<file path="src/shared/ieg_map.vh">
`ifndef IEG_MAP_VH
`define IEG_MAP_VH
// Register addresses
`define IEG_ADDR_CFG      8'h30
`define IEG_ADDR_SRC      8'h31
`define IEG_ADDR_THS      8'h32
`define IEG_ADDR_DUR      8'h33
// Configuration fields
`define IEG_CFG_AOI       7
`define IEG_CFG_SIXD      6
// Source fields
`define IEG_SRC_ACTIVE    6
// Reset values
`define IEG_RST_BYTE      8'h00
`define IEG_RST_EN        6'h00
`define IEG_RST_FIELD     7'h00
`define IEG_RST_CNT       7'h00
// Mode codes {and_or_select, six_direction_enable}
`define IEG_MODE_OR       2'b00
`define IEG_MODE_MOVE     2'b01
`define IEG_MODE_AND      2'b10
`define IEG_MODE_POS      2'b11
// X/Y-axis enable mask used for four-direction detection
`define IEG_XY_MASK       6'h0f
// Duration counter saturation value
`define IEG_CNT_MAX       7'h7f
// Register select bit positions
`define IEG_SEL_CFG       0
`define IEG_SEL_SRC       1
`define IEG_SEL_THS       2
`define IEG_SEL_DUR       3
`endif

</file>
<file path="src/core/ieg_axis_cmp.v">
`default_nettype none
// Compares one signed axis sample against the threshold magnitude
module ieg_axis_cmp #(
    parameter DW = 8
) (
    // Sample and threshold
    input  wire signed [DW-1:0] sample,
    input  wire        [6:0]    threshold_value,
    // Results
    output wire                 high_cond,
    output wire                 low_cond
);
    wire signed [DW:0] thr;
    assign thr = {{(DW-6){1'b0}}, threshold_value};
    // Magnitude compare: high above +thr, low below -thr
    assign high_cond = ($signed({sample[DW-1], sample}) > thr);
    assign low_cond  = ($signed({sample[DW-1], sample}) < -thr);
endmodule // ieg_axis_cmp
`default_nettype wire

</file>
<file path="src/core/ieg_event_gen.v">
`include "ieg_map.vh"
`default_nettype none
module ieg_event_gen #(
    parameter DW        = 8,
    parameter BOOT_CYC  = 16
) (
    // Clock and reset
    input  wire                 clk,
    input  wire                 rst,
    // Register port
    input  wire [7:0]           reg_addr,
    input  wire                 reg_wr,
    input  wire [7:0]           reg_wdata,
    input  wire                 reg_rd,
    output reg  [7:0]           reg_rdata,
    // Sample stream, one strobe per sample period
    input  wire                 sample_rate_period,
    input  wire signed [DW-1:0] x_sample,
    input  wire signed [DW-1:0] y_sample,
    input  wire signed [DW-1:0] z_sample,
    // Control inputs
    input  wire                 latch_request_option,
    input  wire                 four_direction_option,
    input  wire                 irq_polarity,
    // Status
    output reg                  boot_done,
    output reg                  first_irq_pin
);
    reg  [7:0] cfg_q;
    reg  [6:0] ths_q;
    reg  [6:0] dur_q;
    reg  [6:0] cnt_q;
    reg  [5:0] src_q;
    reg        act_q;
    reg        known_q;
    reg  [7:0] boot_cnt_q;
    wire [5:0] cond;
    wire [5:0] en;
    wire [5:0] en_eff;
    wire [1:0] mode;
    wire       sixd;
    wire       hit;
    wire       known;
    wire       qual;
    wire       fire;
    wire       src_read;
    wire [3:0] sel;
    reg  [7:0] rd_mux;

    // One-hot register select, shared by the write and read-clear paths
    function [3:0] reg_sel;
        input [7:0] addr;
        begin
            case (addr)
                `IEG_ADDR_CFG: reg_sel = 4'h1;
                `IEG_ADDR_SRC: reg_sel = 4'h2;
                `IEG_ADDR_THS: reg_sel = 4'h4;
                `IEG_ADDR_DUR: reg_sel = 4'h8;
                default:       reg_sel = 4'h0;
            endcase
        end
    endfunction

    // Boot: configuration held at its stored default until boot completes
    always @(posedge clk or posedge rst)
    begin
        if (rst)
        begin
            boot_cnt_q <= `IEG_RST_BYTE;
            boot_done  <= 1'b0;
        end
        else if (!boot_done)
        begin
            boot_cnt_q <= boot_cnt_q + 8'h01;
            boot_done  <= (boot_cnt_q == BOOT_CYC[7:0] - 8'h01);
        end
    end

    // Comparators see live samples; only the strobe cycle counts
    // Per-axis comparators, order XL XH YL YH ZL ZH from bit 0
    genvar g;
    generate
        for (g = 0; g < 3; g = g + 1)
        begin : g_axis
            wire signed [DW-1:0] s;
            assign s = (g == 0) ? x_sample : (g == 1) ? y_sample : z_sample;
            ieg_axis_cmp #(.DW(DW)) u_cmp (
                .sample          (s),
                .threshold_value (ths_q),
                .high_cond       (cond[2*g+1]),
                .low_cond        (cond[2*g])
            );
        end
    endgenerate

    // Enables gate both threshold events and direction zones
    assign en   = cfg_q[5:0];
    assign mode = {cfg_q[`IEG_CFG_AOI], cfg_q[`IEG_CFG_SIXD]};
    assign sixd = cfg_q[`IEG_CFG_SIXD];
    // Four-direction drops the Z pair only in six-direction modes
    assign en_eff = (sixd && four_direction_option) ? (en & `IEG_XY_MASK) : en;
    assign known  = |(cond & en_eff);
    // AND with no enables never fires, so an empty mask stays quiet
    assign hit = (mode == `IEG_MODE_AND) ? ((|en_eff) && ((cond & en_eff) == en_eff))
                                         : known;
    assign qual = hit && (cnt_q >= dur_q);
    assign fire = (mode == `IEG_MODE_MOVE) ? (qual && !known_q) : qual;
    assign sel      = reg_sel(reg_addr);
    assign src_read = reg_rd && sel[`IEG_SEL_SRC];

    // Duration counter and zone memory, stepped per sample
    always @(posedge clk or posedge rst)
    begin
        if (rst)
        begin
            cnt_q   <= `IEG_RST_CNT;
            known_q <= 1'b0;
        end
        else if (sample_rate_period)
        begin
            // Zone memory lets movement fire on entry only
            known_q <= qual;
            if (!hit)
                cnt_q <= `IEG_RST_CNT;
            // Saturate so a long event never wraps back under the duration
            else if (cnt_q != `IEG_CNT_MAX)
                cnt_q <= cnt_q + 7'h01;
        end
    end

    // Configuration registers
    always @(posedge clk or posedge rst)
    begin
        if (rst)
        begin
            cfg_q <= `IEG_RST_BYTE;
            ths_q <= `IEG_RST_FIELD;
            dur_q <= `IEG_RST_FIELD;
        end
        // Writes before boot are dropped while stored defaults still load
        else if (reg_wr && boot_done)
        begin
            if (sel[`IEG_SEL_CFG])
                cfg_q <= reg_wdata;
            if (sel[`IEG_SEL_THS])
                ths_q <= reg_wdata[6:0];
            if (sel[`IEG_SEL_DUR])
                dur_q <= reg_wdata[6:0];
        end
    end

    // Source register; a set in the read cycle wins over the clear
    always @(posedge clk or posedge rst)
    begin
        if (rst)
        begin
            src_q <= `IEG_RST_EN;
            act_q <= 1'b0;
        end
        else if (sample_rate_period)
        begin
            // Latched flags freeze until the host reads them
            if (latch_request_option && act_q && !src_read)
                src_q <= src_q;
            else
            begin
                src_q <= cond & en_eff;
                act_q <= fire;
            end
        end
        else if (src_read)
            act_q <= 1'b0;
    end

    // Read mux; unmapped addresses read zero
    always @*
    begin
        case (reg_addr)
            `IEG_ADDR_CFG: rd_mux = cfg_q;
            `IEG_ADDR_SRC: rd_mux = {1'b0, act_q, src_q};
            `IEG_ADDR_THS: rd_mux = {1'b0, ths_q};
            `IEG_ADDR_DUR: rd_mux = {1'b0, dur_q};
            default:       rd_mux = `IEG_RST_BYTE;
        endcase
    end

    // Registered outputs; a read clears the pin one cycle after the strobe
    always @(posedge clk or posedge rst)
    begin
        if (rst)
        begin
            reg_rdata     <= `IEG_RST_BYTE;
            first_irq_pin <= 1'b0;
        end
        else
        begin
            reg_rdata     <= rd_mux;
            first_irq_pin <= (act_q && !src_read) ^ irq_polarity;
        end
    end
endmodule // ieg_event_gen
`default_nettype wire

</file>
<file path="config.mk">
export PLATFORM = sky130hd
export DESIGN_NAME = ieg_event_gen
export DESIGN_NICKNAME = d
export VERILOG_FILES = /design/src/core/ieg_axis_cmp.v /design/src/core/ieg_event_gen.v
export VERILOG_INCLUDE_DIRS = /design/src /design/src/shared
export SDC_FILE = /design/constraint.sdc
export NUM_CORES = 1
export LEC_CHECK = 0
export ABC_AREA = 1
export ABC_CLOCK_PERIOD_IN_PS = 3450
export BUFFER_PORTS_ARGS = -buffer_cell sky130_fd_sc_hd__buf_2
export CORE_MARGIN = 8
export CORE_UTILIZATION = 58
export DETAILED_ROUTE_END_ITERATION = 7
export MAX_ROUTING_LAYER = met4
export PLACE_DENSITY = 0.86
export SYNTH_ARGS = -nofsm -noshare
export SYNTH_HDL_FRONTEND = slang
export SYNTH_SLANG_ARGS = --single-unit
</file>
<file path="constraint.sdc">
create_clock -name clk -period 3.45 [get_ports clk]
set_input_delay 0.1725 -clock clk [delete_from_list [all_inputs] [get_ports clk]]
set_output_delay 0.1725 -clock clk [all_outputs]
set_load 0.02 [all_outputs]
</file>
==> impl_metrics.py <==
metrics = {
    "clock_tree": {
        "cts_sinks": 55,
        "cts_tree": "built",
        "cts_resized": 0,
        "clk_latency_ps": 320,
        "cts_setup_buffers": 0,
        "cts_hold_buffers": 0,
        "numCtsBuffers": 5,
        "h-tree-depth": 2,
        "path_clk_slew_ps": 100,
        "clk_path_buf_depth": 2,
        "cts_root_buf": "clkbuf_8",
    },
    "critical_path": {
        "cp_common_cell": "nand2_1",
        "cp-end-kind": "flop",
        "cp.arrival_ps": 3170,
        "required_ps": 3670,
        "crit_type": "reg2reg",
        "cp_num_buf_inv": 2,
        "cpPeakStageDelay_ps": 460,
        "critPathMaxFanout": 7,
        "cp_slowest_cell": "dfrtp_1",
        "cp_top_family": "simple AND/OR/NAND/NOR gates",
        "start_kind": "flop",
        "crit_chain": "inv_1 -> ha_1 -> nand2_1 -> nor2_2 -> nand2_2 -> inv_1 -> ha_1 -> a21oi_1 -> a21boi_1 -> nand2_1 -> nand2_1 -> nand2_1 -> nand2_1 -> nand2_1 -> o21ai_2 -> nand3_2 -> nand2_1 -> nand2_1",
    },
    "route": {
        "vias": 3753,
        "drc": 0,
        "firstDrtPassIters": 5,
        "via_per_inst": 5.58,
        "routed_wl_um": 10300,
        "ant_nets": 0,
        "drt_iter0_drc": 331,
        "routedWlPerCell_um": 15.4,
    },
    "sta": {
        "max_clock_freq_ghz": 0.339,
        "setup_viol": 0,
        "fin_crit_sh": 0.855,
        "finalClockSkew_ps": 6.35,
        "period_needed_ps": 2950,
        "max_slew_margin": 0.259,
        "finalHoldViolCount": 0,
        "fin_ws_ps": 499,
        "rsz0062_at_grt": "false",
        "tightest_slew_ps": 1110,
        "tns_ps": 0,
        "slew_violations": 0,
    },
    "place": {
        "place_hpwl_um": 8340,
        "globalplace.congestion": 0.980,
        "preCtsSetupSlack_ps": 527,
        "portBuffers": 57,
    },
    "power": {
        "p_leak_nw": 2.45,
        "peakVddDrop_mv": 0.404,
        "powerDensity_nw_per_um2": 341,
    },
    "layout": {
        "antenna_cells": 0,
        "seq_area_um2": 1380,
        "fill_cells": 558,
        "multi_input_area_um2": 2230,
        "utilization": 0.668,
        "syn2layout_area_growth_pct": 12.2,
        "nets": 686,
        "drive_above_1_share": 0.142,
    },
    "floorplan": {
        "die_area_um2": 9800,
        "core_area_um2": 6720,
        "die-width_um": 99.0,
        "rows": 30,
        "start_util": 0.595,
        "die_y_um": 99.0,
        "ios": 58,
    },
    "yosys": {
        "synth_edf_count": 0,
        "synthArstFlopShare": 1.00,
        "syn_area_um2": 4000,
        "yosysUniqueCellTypes": 36,
        "synth-seq-cells": 55,
        "synth_nets": 626,
        "ys_seq_area_frac": 0.344,
        "yosys_most_used_dff": "dfrtp_1",
        "synth_cells": 532,
        "yosysWarnings": 0,
        "avgSynthCellArea_um2": 7.51,
    },
    "status": {
        "outcome": "finished, final reports clean",
    },
    "global_routing": {
        "grt_pass1_wl_um": 17300,
        "grt_remaining_overflow": 0,
        "grt_pass1_vias": 3720,
        "grt_util_all_layers": 0.223,
        "antenna_found_initial": 0,
        "grt_start_max_net_pins": 56,
    },
    "flow_run": {
        "maxCapViolCount": 0,
    },
    "min_path": {
        "hold_class": "in2reg",
    },
}
[cell type report]
cell class | instances | area share
inverter | 101 | 0.0845
multi-input combinational | 372 | 0.496
clock inverter | 3 | 0.0112
timing repair buffer | 57 | 0.0636
sequential | 55 | 0.307
clock buffer | 5 | 0.0153
tap | 80 | 0.0223
[synth_stat cells, types with 2 or more instances]
library cell,count,area [um^2]
a21oi_1,17,85.1
xnor2_1,4,35.0
nor2_2,2,12.5
nand3_2,3,30.0
o2111ai_1,3,26.3
a21o_1,4,30.0
o21bai_1,3,22.5
nand2_2,3,18.8
a211oi_1,2,15.0
xor2_1,11,96.3
a21boi_0,3,22.5
o221ai_1,3,26.3
ha_1,46,576
inv_2,4,15.0
nor2_1,32,120
nand4_1,11,68.8
inv_1,97,364
clkbuf_1,4,15.0
o21ai_0,34,170
nor4_2,2,25.0
dfrtp_1,55,1380
nand3_1,38,190
nor3_1,3,15.0
nand3b_1,6,45.0
and3_1,2,12.5
nand2_1,130,488
[cells in the final DEF (no fill, tap or decap), types with 5 or more instances in the layout]
cell type,instances
buf_2,57
ha_1,46
inv_2,5
inv_1,96
a21oi_1,17
dfrtp_1,55
nand3_1,38
nand4_1,11
o21ai_0,34
nor2_1,32
nand3b_1,6
xor2_1,11
nand2_1,130
clkbuf_8,5
[state kept, by name, summed over array words and instances (netlist names)]
register and count:
dur_q 7, cnt_q 7, boot_cnt_q 8, reg_rdata 8
src_q 6, first_irq_pin 1, act_q 1, boot_done 1
known_q 1, cfg_q 8, ths_q 7
[stage by stage]
| stage | cells | power, mW | cell area, um^2 | hold WS (ps) |
|---|---|---|---|---|
| 2_1_floorplan | 532 | 0.962 | 4000 | 264 |
| 3_3_place_gp | 665 | 1.06 | 4370 | 360 |
| 3_5_place_dp | 665 | 1.08 | 4370 | 367 |
| 4_1_cts | 673 | 1.54 | 4490 | 26.4 |
| 5_1_grt | 673 | 1.62 | 4490 | 32.6 |
| 6_report | 673 | 1.53 | 4490 | 25.8 |
[metal layers]
layer  vias to the layer above  track usage  share of wire
met5                         -            -              0
met4                         0       0.0685          0.014
met3                        10       0.0352          0.071
met2                       121        0.372           0.49
met1                      1775        0.271           0.42
li1                       1847            -              -
[path summary, 6_finish.rpt]
kind                            slack, ps    startpoint  cells after the start            end
worst max-delay path                  500      ths_q[0]                     18       cnt_q[1]
worst min-delay path                   30  irq_polarity                      2  first_irq_pin
worst max register to register        500      ths_q[0]                     18       cnt_q[1]
worst min register to register        500      dur_q[6]                      2       dur_q[6]
max in group asynchronous            2640           rst                      2  boot_cnt_q[2]
min in group asynchronous             110           rst                      2       dur_q[3]
[where the power goes]
group	leakage, nW	internal [mW]	switching, mW
clock network	0.0607	0.224	0.231
registers	0.746	0.663	0.0192
logic	1.65	0.147	0.246
[cell families after synthesis]
logic type      share of synthesized area
simple gates                        0.264
buf+inv                            0.0986
compound gates                      0.117
flops                               0.344
fa+ha+maj                           0.144
xor+xnor                           0.0329
No activity file was read; power rests on OpenSTA's default activity.
